## src/flyback_pkg.sv

```systemverilog
package flyback_pkg;

  // Clock
  localparam int unsigned CLK_HZ        = 125_000_000;
  localparam int unsigned CLK_PERIOD_NS = 8;

  // Oscillator options and limits
  localparam int unsigned FREQ_LOW_KHZ  = 65;
  localparam int unsigned FREQ_HIGH_KHZ = 100;
  localparam int unsigned FOLD_MIN_KHZ  = 27;
  localparam int unsigned MAX_DUTY_PCT  = 80;
  localparam int unsigned JITTER_PCT    = 6;
  localparam int unsigned JITTER_HZ     = 125;
  localparam int unsigned JITTER_CYC    = CLK_HZ / JITTER_HZ;

  // Blanking after turn-on, least time so rounded up
  localparam int unsigned BLANK_NS  = 250;
  localparam int unsigned BLANK_CYC = (BLANK_NS + CLK_PERIOD_NS - 1) / CLK_PERIOD_NS;

  // Soft-start
  localparam int unsigned SS_STEPS   = 15;
  localparam int unsigned SS_TIME_US = 4000;
  localparam int unsigned SS_CYC     = SS_TIME_US * (CLK_HZ / 1_000_000);

  // Fault and restart timing
  localparam int unsigned FAULT_TIME_MS   = 128;
  localparam int unsigned FAULT_CYC       = FAULT_TIME_MS * (CLK_HZ / 1000);
  localparam int unsigned AUTOREC_TIME_MS = 1000;
  localparam int unsigned AUTOREC_CYC     = AUTOREC_TIME_MS * (CLK_HZ / 1000);
  localparam int unsigned LINE_WDOG_MS    = 32;
  localparam int unsigned LINE_WDOG_CYC   = LINE_WDOG_MS * (CLK_HZ / 1000);

  // Internal setpoint slope magnitude, applied as a negative slope
  localparam int unsigned SLOPE_LOW_UV_PER_US  = 32_500;
  localparam int unsigned SLOPE_HIGH_UV_PER_US = 50_000;

  // Widths
  localparam int unsigned PER_W      = 16;
  localparam int unsigned SS_CODE_W  = 4;
  localparam int unsigned FOLD_W     = 4;
  localparam int unsigned LINE_W     = 3;
  localparam int unsigned ADDR_W     = 8;
  localparam int unsigned DATA_W     = 32;
  localparam int unsigned TIMER_W    = 32;

  // Register map
  localparam logic [ADDR_W-1:0] REG_CTRL   = 8'h00;
  localparam logic [ADDR_W-1:0] REG_STATUS = 8'h04;
  localparam logic [ADDR_W-1:0] REG_LINE   = 8'h08;
  localparam logic [1:0]        CTRL_RESET = 2'h3;
  localparam int unsigned CTRL_JITTER_BIT  = 0;
  localparam int unsigned CTRL_FOLD_BIT    = 1;
  localparam int unsigned STAT_STATE_LSB   = 0;
  localparam int unsigned STAT_GATE_BIT    = 4;
  localparam int unsigned STAT_SKIP_BIT    = 5;
  localparam int unsigned STAT_FTIMER_BIT  = 6;
  localparam int unsigned STAT_COMP_BIT    = 7;
  localparam int unsigned STAT_SS_LSB      = 8;
  localparam int unsigned STAT_MAXDUTY_BIT = 12;

  typedef enum logic [2:0] {
    ST_OFF     = 3'b000,
    ST_SOFT    = 3'b001,
    ST_RUN     = 3'b010,
    ST_SKIP    = 3'b011,
    ST_RECOVER = 3'b100,
    ST_LATCH   = 3'b101
  } ctrl_state_t;

  // Switching period in clock cycles for a frequency in kHz
  function automatic int unsigned period_cyc(input int unsigned khz);
    return CLK_HZ / (khz * 1000);
  endfunction : period_cyc

  // Longest on time within one period
  function automatic logic [PER_W-1:0] duty_limit(input logic [PER_W-1:0] per);
    logic [PER_W+7:0] prod;
    prod = per * 8'(MAX_DUTY_PCT);
    return PER_W'(prod / 100);
  endfunction : duty_limit

endpackage : flyback_pkg

```

## src/flag_sync.sv

```systemverilog
module flag_sync
  import flyback_pkg::*;
#(
  parameter int unsigned W = 1
) (
  input  wire logic         clk_sys,
  input  wire logic         resetn,
  input  wire logic [W-1:0] async_in,
  output logic      [W-1:0] sync_out
);

  logic [W-1:0] meta_reg;

  // Two stages; only the second is read downstream
  always_ff @(posedge clk_sys or negedge resetn) begin
    if (!resetn) begin
      meta_reg <= '0;
      sync_out <= '0;
    end else begin
      meta_reg <= async_in;
      sync_out <= meta_reg;
    end
  end

endmodule : flag_sync

```

## src/pwm_oscillator.sv

```systemverilog
module pwm_oscillator
  import flyback_pkg::*;
#(
  parameter int unsigned NOM_PERIOD   = 1923,
  parameter int unsigned MIN_PERIOD   = 4629,
  parameter int unsigned JIT_DEV      = 115,
  parameter int unsigned JIT_STEP_CYC = 2173
) (
  input  wire logic              clk_sys,
  input  wire logic              resetn,
  input  wire logic              jitter_en,
  input  wire logic [FOLD_W-1:0] fold_code,
  output logic                   cycle_start,
  output logic                   duty_max
);

  localparam int FOLD_SPAN = int'(MIN_PERIOD) - int'(NOM_PERIOD);
  localparam int FOLD_MAX  = (1 << FOLD_W) - 1;

  logic [PER_W-1:0] phase_reg;
  logic [PER_W-1:0] period_reg;
  logic [PER_W-1:0] limit_reg;
  logic [PER_W-1:0] period_next;
  logic [PER_W-1:0] jit_reg;
  logic             jit_up_reg;
  logic [31:0]      jit_div_reg;
  logic             jit_step;
  int               target;

  // Foldback stretches the period linearly; jitter rides on top of it
  always_comb begin
    target = int'(NOM_PERIOD) + (FOLD_SPAN * int'(fold_code)) / FOLD_MAX;
    if (jitter_en) begin
      target = target + int'($signed(jit_reg));
    end
    period_next = PER_W'(target);
  end

  assign cycle_start = (phase_reg == '0);
  assign duty_max    = (phase_reg >= limit_reg);
  assign jit_step    = (jit_div_reg == JIT_STEP_CYC - 1);

  // Period counter; new period and duty limit load only at the wrap
  always_ff @(posedge clk_sys or negedge resetn) begin
    if (!resetn) begin
      phase_reg  <= '0;
      period_reg <= PER_W'(NOM_PERIOD);
      limit_reg  <= PER_W'(NOM_PERIOD * MAX_DUTY_PCT / 100);
    end else if (phase_reg >= period_reg - 1'b1) begin
      phase_reg  <= '0;
      period_reg <= period_next;
      limit_reg  <= duty_limit(period_next);
    end else begin
      phase_reg <= phase_reg + 1'b1;
    end
  end

  // Triangle offset, one full sweep per jitter period
  always_ff @(posedge clk_sys or negedge resetn) begin
    if (!resetn) begin
      jit_reg     <= '0;
      jit_up_reg  <= 1'b1;
      jit_div_reg <= '0;
    end else begin
      jit_div_reg <= jit_step ? '0 : jit_div_reg + 1'b1;
      if (jit_step) begin
        if (jit_up_reg && $signed(jit_reg) >= $signed(PER_W'(JIT_DEV))) begin
          jit_up_reg <= 1'b0;
          jit_reg    <= jit_reg - 1'b1;
        end else if (!jit_up_reg && $signed(jit_reg) <= -$signed(PER_W'(JIT_DEV))) begin
          jit_up_reg <= 1'b1;
          jit_reg    <= jit_reg + 1'b1;
        end else begin
          jit_reg <= jit_up_reg ? jit_reg + 1'b1 : jit_reg - 1'b1;
        end
      end
    end
  end

endmodule : pwm_oscillator

```

## src/flyback_pwm_control_logic.sv

```systemverilog
// Notes on behaviour
// - Nominal switching frequency is a build option, 65 kHz or 100 kHz.
// - Gate is forced low once on time reaches 80% of the period.
// - Frequency jitters around nominal with a 125 Hz triangle.
// - Jitter keeps running while the frequency is folded back.
// - On time ends at feedback trip; trips ignored for 250 ns after turn-on.
// - Separate limit comparator ends the on time at the maximum setpoint.
// - Every start ramps the setpoint from zero to maximum in 15 steps.
// - During soft-start either soft-start or feedback comparator ends on time.
// - Stop comparator at 1.5x limit enters protection immediately.
// - Line compensation current on only while feedback is above its threshold.
// - 3-bit line code is sampled, then peak reset, on each line event.
// - A 32 ms watchdog makes the sampling event when none arrives.
// - Negative setpoint slope during on time, rate set by frequency option.
// - Fault timer runs at setpoint limit; expiry stops gate, latch or recover.
// - Fault timer clears when the setpoint falls back below the limit.
// - Fault timer is not started by a cycle ended at maximum duty.
// - Auto-recovery waits the restart delay, then retries a full start.
// - Latched variant stays stopped until undervoltage reset; the code ignores supply stop in ST_LATCH, and only resetn clears it.
// - Below foldback start the period stretches linearly to the folded minimum.
// - Foldback suppressed while cycles run at maximum duty.
// - Skip entry stops the gate and holds while below skip exit.
// - Above skip exit the gate resumes pulsing at the next cycle start.
// - Supply at stop threshold turns off and clears the fault timer.
module flyback_pwm_control_logic
  import flyback_pkg::*;
#(
  parameter bit          FREQ_HIGH      = 1'b0,
  parameter bit          AUTO_RECOVERY  = 1'b1,
  parameter int unsigned SOFT_CYC       = SS_CYC,
  parameter int unsigned FAULT_LEN_CYC  = FAULT_CYC,
  parameter int unsigned RESTART_CYC    = AUTOREC_CYC,
  parameter int unsigned WDOG_CYC       = LINE_WDOG_CYC,
  parameter int unsigned JIT_SWEEP_CYC  = JITTER_CYC
) (
  input  wire logic              clk_sys,
  input  wire logic              resetn,
  input  wire logic              supply_start_flag,
  input  wire logic              supply_stop_flag,
  input  wire logic              cs_fb_trip,
  input  wire logic              cs_limit_trip,
  input  wire logic              cs_soft_trip,
  input  wire logic              cs_stop_trip,
  input  wire logic              setpoint_at_limit,
  input  wire logic              fb_comp_enable_flag,
  input  wire logic              fb_skip_in_flag,
  input  wire logic              fb_skip_out_flag,
  input  wire logic              line_sample_flag,
  input  wire logic [FOLD_W-1:0] fold_code,
  input  wire logic [LINE_W-1:0] line_adc_code,
  input  wire logic [ADDR_W-1:0] reg_addr,
  input  wire logic [DATA_W-1:0] reg_wdata,
  input  wire logic              reg_write,
  input  wire logic              reg_read,
  output logic      [DATA_W-1:0] reg_rdata,
  output logic                   gate_drive_output,
  output logic   [SS_CODE_W-1:0] soft_start_code,
  output logic                   slope_comp_active,
  output logic      [31:0]       slope_uv_per_us,
  output logic                   comp_current_enable,
  output logic                   line_peak_reset,
  output logic      [LINE_W-1:0] line_code,
  output logic                   skip_active,
  output logic                   fault_stop
);

  // Build-time frequency choice
  localparam int unsigned NOM_KHZ    = FREQ_HIGH ? FREQ_HIGH_KHZ : FREQ_LOW_KHZ;
  localparam int unsigned NOM_PER    = period_cyc(NOM_KHZ);
  localparam int unsigned MIN_PER    = period_cyc(FOLD_MIN_KHZ);
  localparam int unsigned JIT_DEVN   = NOM_PER * JITTER_PCT / 100;
  localparam int unsigned JIT_STEP   = JIT_SWEEP_CYC / (4 * JIT_DEVN);
  localparam int unsigned SS_STEP_CYC = SOFT_CYC / SS_STEPS;

  // Synchroniser lane positions
  localparam int unsigned F_SUP_ON  = 0;
  localparam int unsigned F_SUP_OFF = 1;
  localparam int unsigned F_CS_FB   = 2;
  localparam int unsigned F_CS_LIM  = 3;
  localparam int unsigned F_CS_SS   = 4;
  localparam int unsigned F_CS_STOP = 5;
  localparam int unsigned F_AT_LIM  = 6;
  localparam int unsigned F_COMP    = 7;
  localparam int unsigned F_SKIP_IN = 8;
  localparam int unsigned F_SKIP_OUT = 9;
  localparam int unsigned F_LINE    = 10;
  localparam int unsigned NFLAGS    = 11;

  logic [NFLAGS-1:0]    flags_raw;
  logic [NFLAGS-1:0]    flags;
  ctrl_state_t          state_reg;
  ctrl_state_t          state_next;
  logic                 gate_reg;
  logic                 gate_next;
  logic [7:0]           blank_reg;
  logic                 blank_done;
  logic                 maxduty_end_reg;
  logic                 cycle_start;
  logic                 duty_max;
  logic                 switching;
  logic                 cs_trip;
  logic                 turn_off;
  logic [SS_CODE_W-1:0] ss_code_reg;
  logic [TIMER_W-1:0]   ss_div_reg;
  logic                 ss_step;
  logic                 ss_done;
  logic [TIMER_W-1:0]   fault_cnt_reg;
  logic                 fault_count_en;
  logic                 fault_expired;
  logic                 protect;
  logic [TIMER_W-1:0]   restart_cnt_reg;
  logic                 restart_done;
  logic [TIMER_W-1:0]   wdog_reg;
  logic                 line_prev_reg;
  logic                 line_event;
  logic                 peak_reset_reg;
  logic [LINE_W-1:0]    line_code_reg;
  logic [1:0]           ctrl_reg;
  logic [FOLD_W-1:0]    fold_eff;
  logic [DATA_W-1:0]    status_word;
  logic [DATA_W-1:0]    rd_mux;
  logic                 comp_reg;

  assign flags_raw = {line_sample_flag, fb_skip_out_flag, fb_skip_in_flag,
                      fb_comp_enable_flag, setpoint_at_limit, cs_stop_trip,
                      cs_soft_trip, cs_limit_trip, cs_fb_trip,
                      supply_stop_flag, supply_start_flag};

  // Comparator crossings come from the analogue side
  flag_sync #(
    .W (NFLAGS)
  ) u_sync (
    .clk_sys  (clk_sys),
    .resetn   (resetn),
    .async_in (flags_raw),
    .sync_out (flags)
  );

  // No foldback at max duty, or when software turns it off
  assign fold_eff = (maxduty_end_reg || !ctrl_reg[CTRL_FOLD_BIT]) ? '0 : fold_code;

  // Jitter stays live on the folded period too
  pwm_oscillator #(
    .NOM_PERIOD   (NOM_PER),
    .MIN_PERIOD   (MIN_PER),
    .JIT_DEV      (JIT_DEVN),
    .JIT_STEP_CYC (JIT_STEP)
  ) u_osc (
    .clk_sys     (clk_sys),
    .resetn      (resetn),
    .jitter_en   (ctrl_reg[CTRL_JITTER_BIT]),
    .fold_code   (fold_eff),
    .cycle_start (cycle_start),
    .duty_max    (duty_max)
  );

  // Gate turn-off decode
  assign switching  = (state_reg == ST_SOFT) || (state_reg == ST_RUN);
  assign blank_done = (blank_reg >= 8'(BLANK_CYC));
  assign cs_trip    = flags[F_CS_FB] || flags[F_CS_LIM]
                      || ((state_reg == ST_SOFT) && flags[F_CS_SS]);
  assign turn_off   = gate_reg && (duty_max || (blank_done && cs_trip));

  always_comb begin
    gate_next = gate_reg;
    if (!switching || protect || state_next == ST_SKIP) begin
      gate_next = 1'b0;
    end else if (cycle_start) begin
      gate_next = 1'b1;
    end else if (turn_off) begin
      gate_next = 1'b0;
    end
  end

  // Gate, blanking counter and the cause of each comparator or max-duty turn-off
  always_ff @(posedge clk_sys or negedge resetn) begin
    if (!resetn) begin
      gate_reg        <= 1'b0;
      blank_reg       <= '0;
      maxduty_end_reg <= 1'b0;
    end else begin
      gate_reg <= gate_next;
      if (cycle_start) begin
        blank_reg <= '0;
      end else if (gate_reg && !blank_done) begin
        blank_reg <= blank_reg + 1'b1;
      end
      if (turn_off) begin
        maxduty_end_reg <= duty_max && !(blank_done && cs_trip);
      end
    end
  end

  // Soft-start staircase, one step per SS_STEP_CYC
  assign ss_step = (ss_div_reg == TIMER_W'(SS_STEP_CYC - 1));
  assign ss_done = (ss_code_reg == SS_CODE_W'(SS_STEPS));

  always_ff @(posedge clk_sys or negedge resetn) begin
    if (!resetn) begin
      ss_code_reg <= '0;
      ss_div_reg  <= '0;
    end else if (state_reg != ST_SOFT) begin
      ss_code_reg <= (state_reg == ST_OFF || state_reg == ST_RECOVER) ? '0 : ss_code_reg;
      ss_div_reg  <= '0;
    end else if (!ss_done) begin
      ss_div_reg <= ss_step ? '0 : ss_div_reg + 1'b1;
      if (ss_step) begin
        ss_code_reg <= ss_code_reg + 1'b1;
      end
    end
  end

  // Fault timer: needs the limit, and a start not caused by max duty
  assign fault_count_en = flags[F_AT_LIM] && switching
                          && ((fault_cnt_reg != '0) || !maxduty_end_reg);
  assign fault_expired  = (fault_cnt_reg == TIMER_W'(FAULT_LEN_CYC - 1));
  assign protect        = switching && (flags[F_CS_STOP] || fault_expired);

  always_ff @(posedge clk_sys or negedge resetn) begin
    if (!resetn) begin
      fault_cnt_reg <= '0;
    end else if (state_reg == ST_OFF || !flags[F_AT_LIM] || protect) begin
      fault_cnt_reg <= '0;
    end else if (fault_count_en) begin
      fault_cnt_reg <= fault_cnt_reg + 1'b1;
    end
  end

  // Restart delay for the auto-recovery variant
  assign restart_done = (restart_cnt_reg == TIMER_W'(RESTART_CYC - 1));

  always_ff @(posedge clk_sys or negedge resetn) begin
    if (!resetn) begin
      restart_cnt_reg <= '0;
    end else if (state_reg == ST_RECOVER) begin
      restart_cnt_reg <= restart_cnt_reg + 1'b1;
    end else begin
      restart_cnt_reg <= '0;
    end
  end

  // Controller sequence; protection outranks skip and soft-start
  always_comb begin
    state_next = state_reg;
    case (state_reg)
      ST_OFF: begin
        if (flags[F_SUP_ON] && !flags[F_SUP_OFF]) begin
          state_next = ST_SOFT;
        end
      end
      ST_SOFT, ST_RUN, ST_SKIP: begin
        if (flags[F_SUP_OFF]) begin
          state_next = ST_OFF;
        end else if (protect) begin
          state_next = AUTO_RECOVERY ? ST_RECOVER : ST_LATCH;
        end else if (state_reg == ST_SOFT) begin
          if (ss_done) begin
            state_next = ST_RUN;
          end
        end else if (state_reg == ST_RUN) begin
          if (flags[F_SKIP_IN]) begin
            state_next = ST_SKIP;
          end
        end else if (flags[F_SKIP_OUT]) begin
          state_next = ST_RUN;
        end
      end
      ST_RECOVER: begin
        if (flags[F_SUP_OFF]) begin
          state_next = ST_OFF;
        end else if (restart_done) begin
          state_next = ST_SOFT;
        end
      end
      ST_LATCH: begin
        state_next = ST_LATCH;
      end
      default: begin
        state_next = ST_OFF;
      end
    endcase
  end

  always_ff @(posedge clk_sys or negedge resetn) begin
    if (!resetn) begin
      state_reg <= ST_OFF;
    end else begin
      state_reg <= state_next;
    end
  end

  // Line sampling: comparator edge or watchdog, whichever first
  assign line_event = (flags[F_LINE] && !line_prev_reg)
                      || (wdog_reg == TIMER_W'(WDOG_CYC - 1));

  always_ff @(posedge clk_sys or negedge resetn) begin
    if (!resetn) begin
      line_prev_reg  <= 1'b0;
      wdog_reg       <= '0;
      peak_reset_reg <= 1'b0;
      line_code_reg  <= '0;
    end else begin
      line_prev_reg  <= flags[F_LINE];
      wdog_reg       <= line_event ? '0 : wdog_reg + 1'b1;
      peak_reset_reg <= line_event;
      if (line_event) begin
        line_code_reg <= line_adc_code;
      end
    end
  end

  // Compensation current only above its feedback threshold
  always_ff @(posedge clk_sys or negedge resetn) begin
    if (!resetn) begin
      comp_reg <= 1'b0;
    end else begin
      comp_reg <= flags[F_COMP] && (state_next == ST_RUN || state_next == ST_SOFT);
    end
  end

  // Software registers; writes to read-only offsets are dropped
  always_ff @(posedge clk_sys or negedge resetn) begin
    if (!resetn) begin
      ctrl_reg  <= CTRL_RESET;
      reg_rdata <= '0;
    end else begin
      if (reg_write && reg_addr == REG_CTRL) begin
        ctrl_reg <= reg_wdata[1:0];
      end
      reg_rdata <= reg_read ? rd_mux : '0;
    end
  end

  always_comb begin
    status_word = '0;
    status_word[STAT_STATE_LSB +: 3]         = state_reg;
    status_word[STAT_GATE_BIT]               = gate_reg;
    status_word[STAT_SKIP_BIT]               = (state_reg == ST_SKIP);
    status_word[STAT_FTIMER_BIT]             = (fault_cnt_reg != '0);
    status_word[STAT_COMP_BIT]               = comp_reg;
    status_word[STAT_SS_LSB +: SS_CODE_W]    = ss_code_reg;
    status_word[STAT_MAXDUTY_BIT]            = maxduty_end_reg;
  end

  assign rd_mux = (reg_addr == REG_CTRL)   ? {30'h0000_0000, ctrl_reg} :
                  (reg_addr == REG_STATUS) ? status_word :
                  (reg_addr == REG_LINE)   ? {29'h0000_0000, line_code_reg} :
                                             32'h0000_0000;

  // Outputs; the slope rate follows the frequency option
  assign gate_drive_output   = gate_reg;
  assign soft_start_code     = ss_code_reg;
  assign slope_comp_active   = gate_reg;
  assign slope_uv_per_us     = FREQ_HIGH ? SLOPE_HIGH_UV_PER_US
                                         : SLOPE_LOW_UV_PER_US;
  assign comp_current_enable = comp_reg;
  assign line_peak_reset     = peak_reset_reg;
  assign line_code           = line_code_reg;
  assign skip_active         = (state_reg == ST_SKIP);
  assign fault_stop          = (state_reg == ST_RECOVER) || (state_reg == ST_LATCH);

endmodule : flyback_pwm_control_logic

```

## config.mk

```make
export PLATFORM = sky130hd
export DESIGN_NAME = flyback_pwm_control_logic
export DESIGN_NICKNAME = d
export VERILOG_FILES = /design/src/flyback_pkg.sv /design/src/flag_sync.sv /design/src/pwm_oscillator.sv /design/src/flyback_pwm_control_logic.sv
export SDC_FILE = /design/constraint.sdc
export NUM_CORES = 1
export LEC_CHECK = 0
export BUFFER_PORTS_ARGS = -buffer_cell sky130_fd_sc_hd__buf_2
export CAP_MARGIN = 10
export CORE_MARGIN = 3
export CORE_UTILIZATION = 63
export DETAILED_ROUTE_END_ITERATION = 8
export PLACE_DENSITY_LB_ADDON = 0.25
export REMOVE_ABC_BUFFERS = 1
export SLEW_MARGIN = 15
export SYNTH_ARGS = -nofsm -noshare
export SYNTH_HDL_FRONTEND = slang
export SYNTH_SLANG_ARGS = --single-unit
```

## constraint.sdc

```tcl
create_clock -name clk_sys -period 29.9 [get_ports clk_sys]
set_input_delay 2.99 -clock clk_sys [delete_from_list [all_inputs] [get_ports clk_sys]]
set_output_delay 2.99 -clock clk_sys [all_outputs]
set_load 0.03 [all_outputs]
```

==> results of run 1 <==
[path summary, 6_finish.rpt]
kind | endpoint | cells past startpoint | slack, ns | from
setup / recovery | u_osc.limit_reg[0] | 110 | 1.05 | fold_code[1]
hold / removal | u_sync.sync_out[1] | 0 | 0.34 | u_sync.meta_reg[1]
setup reg to reg | u_osc.limit_reg[0] | 110 | 2.13 | ctrl_reg[1]
hold reg to reg | u_sync.sync_out[1] | 0 | 0.34 | u_sync.meta_reg[1]
max in group asynchronous | ss_div_reg[21] | 3 | 25.12 | resetn
min in group asynchronous | line_peak_reset | 1 | 2.52 | resetn
[critical path, delay by kind of cell]
family	cells	cell delay, ns
adder cells (fa/ha/maj)	9	2.53
AO/OA/AOI/OAI	48	11.25
buffers and inverters	8	1.16
AND/OR/NAND/NOR	36	8.91
multiplexers	5	1.65
XOR/XNOR	4	0.74
[through the flow]
step                      utilization  setup TNS (ns)
after floorplan                     -               0
after global placement          0.659               0
after detailed placement        0.659          -0.571
after CTS                       0.686               0
after global routing            0.705          -0.120
final                           0.705               0
[synthesized netlist by cell type, types with 9 or more instances]
| cell | n | area share |
|---|---|---|
| o31ai_1 | 14 | 0.0045 |
| nor2_1 | 298 | 0.048 |
| o21ai_0 | 107 | 0.023 |
| o21a_1 | 19 | 0.0061 |
| nand2b_1 | 29 | 0.0078 |
| mux2i_1 | 26 | 0.011 |
| dfrtp_1 | 272 | 0.29 |
| or3_1 | 30 | 0.0080 |
| nand2_1 | 213 | 0.034 |
| and3_1 | 60 | 0.016 |
| buf_2 | 11 | 0.0024 |
| o21bai_1 | 13 | 0.0042 |
| and2_1 | 40 | 0.011 |
| ha_1 | 105 | 0.056 |
| a31oi_1 | 30 | 0.0080 |
| nor4_1 | 35 | 0.0094 |
| or2_2 | 10 | 0.0027 |
| o22ai_1 | 17 | 0.0046 |
| a21oi_1 | 137 | 0.029 |
| nor4b_1 | 10 | 0.0038 |
| o211ai_1 | 22 | 0.0071 |
| nand4_1 | 54 | 0.014 |
| o32ai_1 | 9 | 0.0034 |
| nor3_1 | 75 | 0.016 |
| buf_4 | 64 | 0.021 |
| o21ai_1 | 31 | 0.0067 |
| nor2b_1 | 35 | 0.0094 |
| inv_1 | 69 | 0.011 |
| mux2_2 | 39 | 0.019 |
| clkbuf_1 | 40 | 0.0064 |
| a211oi_1 | 26 | 0.0084 |
| nand3_1 | 127 | 0.027 |
| o211a_1 | 9 | 0.0039 |
| xnor2_1 | 143 | 0.054 |
| a21o_1 | 37 | 0.012 |
| dfstp_2 | 12 | 0.014 |
| and4_1 | 19 | 0.0071 |
| xor2_1 | 133 | 0.050 |
[per-layer routing]
metal | vias up | wire (um) | global-route usage
met5 | - | 0 | 0
met4 | 0 | 1120 | 0.0669
met3 | 100 | 2660 | 0.0239
met2 | 631 | 26400 | 0.458
met1 | 9983 | 24600 | 0.364
li1 | 9911 | - | -
[logic make-up after synthesis]
| kind of cell | after synthesis | share of synthesized area |
|---|---|---|
| other | 2 | 0.000322 |
| and+or+nand+nor | 1101 | 0.241 |
| xor gates and xnor gates | 280 | 0.107 |
| AOI/OAI and AO/OA | 651 | 0.202 |
| muxes | 74 | 0.0359 |
| buffers and inverters | 198 | 0.0464 |
| adders and majority gates | 115 | 0.0619 |
| DFF | 284 | 0.305 |
[cell type report]
type                            count  area (um2)
Inverter                           73         275
Multi-Input combinational cell   2273       15800
Sequential cell                   284        7120
Timing Repair Buffer               98         619
Clock buffer                       44         842
Clock inverter                      9         126
Tap cell                          461         577
Fill cell                        2698       10600
[what timing repair did]
| item | in CTS | in global routing |
|---|---|---|
| setup endpoints to repair | 0 | 3 |
| buffers inserted | 0 | 25 |
| resized for setup | 0 | 90 |
==> results_dict.tcl, run 1 <==
set metrics [dict create \
    grt_max_degree 124 \
    final-setup-viol-count 0 \
    startpoint_type "primary input" \
    crit_path_max_fanout 11 \
    io_pins 139 \
    final_cell_mix "nor2_1, dfrtp_1, nand2_1, xnor2_1, xor2_1" \
    synthFlopType "dfrtp_1" \
    fin_ws_ns 1.05 \
    yosys_warnings 0 \
    path_clk_slew_ns 0.06 \
    io_buffers 56 \
    cts-root-buf "clkbuf_16" \
    fin_crit_sh 0.965 \
    drive_gt1_frac 0.137 \
    area_delta_synth_final_pct 8.83 \
    slew_headroom 0.278 \
    fmax_mhz 34.7 \
    die_w_um 198 \
    gp_congestion 0.922 \
    detail-route-antenna-nets 0 \
    grt_pass1_vias 19800 \
    slowest_stage "or4_4" \
    dr.pass1.iters 6 \
    async_flop_share 1.00 \
    initial_core_util 0.648 \
    crit_arrival_ns 29.29 \
    num_vias 20600 \
    fin_cells 3242 \
    path_common_cell "ha_1" \
    hold_class "reg -> reg" \
    cts.sinks 284 \
    synth_cells 2705 \
    antenna_found_initial 1 \
    cts_buffers 29 \
    wire_per_inst_um 16.9 \
    synth_edf_count 0 \
    clk_latency_ns 0.54 \
    grt_pass1_wl_um 91300 \
    drv_cap 0 \
    slew_violations 0 \
    pre_cts_slack_ns -0.341 \
    cp-end-kind "flip-flop" \
    finalHoldViolCount 0 \
    dpl.cell_count 3164 \
    routed_wl_um 54800 \
    avgSynthCellArea_um2 8.62 \
    hold_ws_ns 0.343 \
    period_minus_slack_ns 28.85 \
    fin_area_um2 25400 \
    worstPathRequired_ns 30.35 \
    yosysUniqueCellTypes 144 \
    diodes 0 \
    path_class "in -> reg" \
    ys_seq_area_frac 0.305 \
    status "completed" \
    grtUsageTotal 0.266 \
    layout_commonest_cell "nor2_1" \
    ctsHoldBuffers 0 \
    yosys_register_bits 284 \
    dieArea_um2 39400 \
    viasPerCell 6.36 \
    syn_area_um2 23300 \
    drt-initial-drc-count 1417 \
    cp_slowest_stage_delay_ns 0.56 \
    clockBufferDepth 3 \
    place_area_um2 23700 \
    std_cell_rows 69 \
    drc 0 \
    core-area_um2 36000 \
    worst_pin_slew_ns 1.07 \
    h-tree-depth 1 \
    overflow 0 \
    die_h_um 198 \
    fin_skew_ns 0.0108 \
    cts_tree "built" \
    dp_hpwl_um 39400 \
    nets 2929 \
]
Power of run 1 is not shown: default switching activity piles up to over one toggle a cycle in this logic, so the estimate is an artifact.
==> run 2, diff against run 1 <==
--- a/config.mk
+++ b/config.mk
@@ -10,7 +10,7 @@
 export CORE_MARGIN = 3
 export CORE_UTILIZATION = 63
 export DETAILED_ROUTE_END_ITERATION = 8
-export PLACE_DENSITY_LB_ADDON = 0.25
+export PLACE_DENSITY = 0.82
 export REMOVE_ABC_BUFFERS = 1
 export SLEW_MARGIN = 15
 export SYNTH_ARGS = -nofsm -noshare
==> results_dict.tcl, run 2 (synthesis results as in run 1) <==
set metrics [dict create \
    status "completed" \
    dieArea_um2 39400 \
    path_clk_slew_ns 0.06 \
    path_common_cell "ha_1" \
    std_cell_rows 69 \
    cp_slowest_stage_delay_ns 0.57 \
    detail-route-antenna-nets 0 \
    nets 2927 \
    drv_cap 0 \
    path_class "in -> reg" \
    final_cell_mix "nor2_1, dfrtp_1, nand2_1, xnor2_1, xor2_1" \
    cts_tree "built" \
    fmax_mhz 34.6 \
    crit_arrival_ns 29.35 \
    fin_cells 3240 \
    place_area_um2 23800 \
    slew_violations 0 \
    num_vias 20700 \
    grt_pass1_vias 19600 \
    fin_area_um2 25500 \
    grtUsageTotal 0.271 \
    drive_gt1_frac 0.140 \
    slew_headroom 0.296 \
    layout_commonest_cell "nor2_1" \
    overflow 0 \
    h-tree-depth 1 \
    routed_wl_um 55800 \
    hold_class "reg -> reg" \
    hold_ws_ns 0.346 \
    startpoint_type "primary input" \
    final-setup-viol-count 0 \
    die_w_um 198 \
    diodes 0 \
    antenna_found_initial 1 \
    clk_latency_ns 0.54 \
    slowest_stage "or4_4" \
    fin_skew_ns 0.0140 \
    drt-initial-drc-count 1725 \
    io_pins 139 \
    finalHoldViolCount 0 \
    grt_pass1_wl_um 92500 \
    core-area_um2 36000 \
    gp_congestion 0.907 \
    dpl.cell_count 3167 \
    dr.pass1.iters 7 \
    cp-end-kind "flip-flop" \
    wire_per_inst_um 17.2 \
    drc 0 \
    viasPerCell 6.38 \
    fin_crit_sh 0.966 \
    initial_core_util 0.648 \
    area_delta_synth_final_pct 9.12 \
    period_minus_slack_ns 28.90 \
    die_h_um 198 \
    worstPathRequired_ns 30.35 \
    grt_max_degree 130 \
    crit_path_max_fanout 10 \
    cts_buffers 28 \
    clockBufferDepth 3 \
    cts.sinks 284 \
    cts-root-buf "clkbuf_16" \
    io_buffers 56 \
    dp_hpwl_um 39900 \
    worst_pin_slew_ns 1.05 \
]
-- run 2: cell count changes in the layout (fill, tap and decap cells not counted), sizes merged --
| cell | previous run | this run |
|---|---|---|
| inv | 71 | 70 |
| buf | 98 | 97 |
| clkinvlp | 0 | 2 |
| clkinv | 8 | 9 |
| bufinv | 3 | 4 |
| clkbuf | 44 | 40 |
-- run 2: area by class of cell --
type	count	area, um2
Tap cell	461	577
Fill cell	2694	10500
Clock buffer	40	847
Clock inverter	12	169
Sequential cell	284	7120
Timing Repair Buffer	97	598
Inverter	73	275
Multi-Input combinational cell	2273	15900
-- run 2: path summary, 6_finish.rpt --
kind	start	slack [ns]	depth (start not counted)	to
max	fold_code[1]	1.00	112	u_osc.limit_reg[0]
min	u_sync.meta_reg[10]	0.35	0	u_sync.sync_out[10]
max reg2reg	ctrl_reg[1]	2.22	112	u_osc.limit_reg[0]
min reg2reg	u_sync.meta_reg[10]	0.35	0	u_sync.sync_out[10]
max in group asynchronous	resetn	25.79	2	u_osc.jit_reg[15]
min in group asynchronous	resetn	2.53	1	line_code[0]
-- run 2: critical path: cells and delay by family --
kind | cells | cell delay [ns]
adders and majority gates | 9 | 2.63
muxes | 6 | 1.73
xor gates and xnor gates | 4 | 0.71
AOI/OAI and AO/OA | 52 | 12.27
and+or+nand+nor | 34 | 7.89
buffers and inverters | 7 | 1.03
-- run 2: timing repair --
| item | 4_1_cts | 5_1_grt |
|---|---|---|
| buffers inserted | 0 | 21 |
| gates resized for setup | 0 | 100 |
| setup endpoints to repair | 0 | 4 |
| hold buffers | 0 | 0 |
-- run 2: metrics by stage --
stage / setup TNS [ns] / setup slack, ns / util
2_1_floorplan: 0 / 3.24 / -
3_3_place_gp: 0 / 0.512 / 0.660
3_5_place_dp: -0.707 / -0.396 / 0.660
4_1_cts: 0 / 0.129 / 0.688
5_1_grt: -0.307 / -0.171 / 0.707
6_report: 0 / 1.00 / 0.707
-- run 2: routing by layer --
layer / up-vias / GRT usage / part of all wire
met5: - / 0 / 0
met4: 0 / 0.0661 / 0.022
li1: 9925 / - / -
met3: 105 / 0.0193 / 0.046
met2: 636 / 0.467 / 0.48
met1: 10000 / 0.375 / 0.45
Power of run 2 is left out for the same reason.
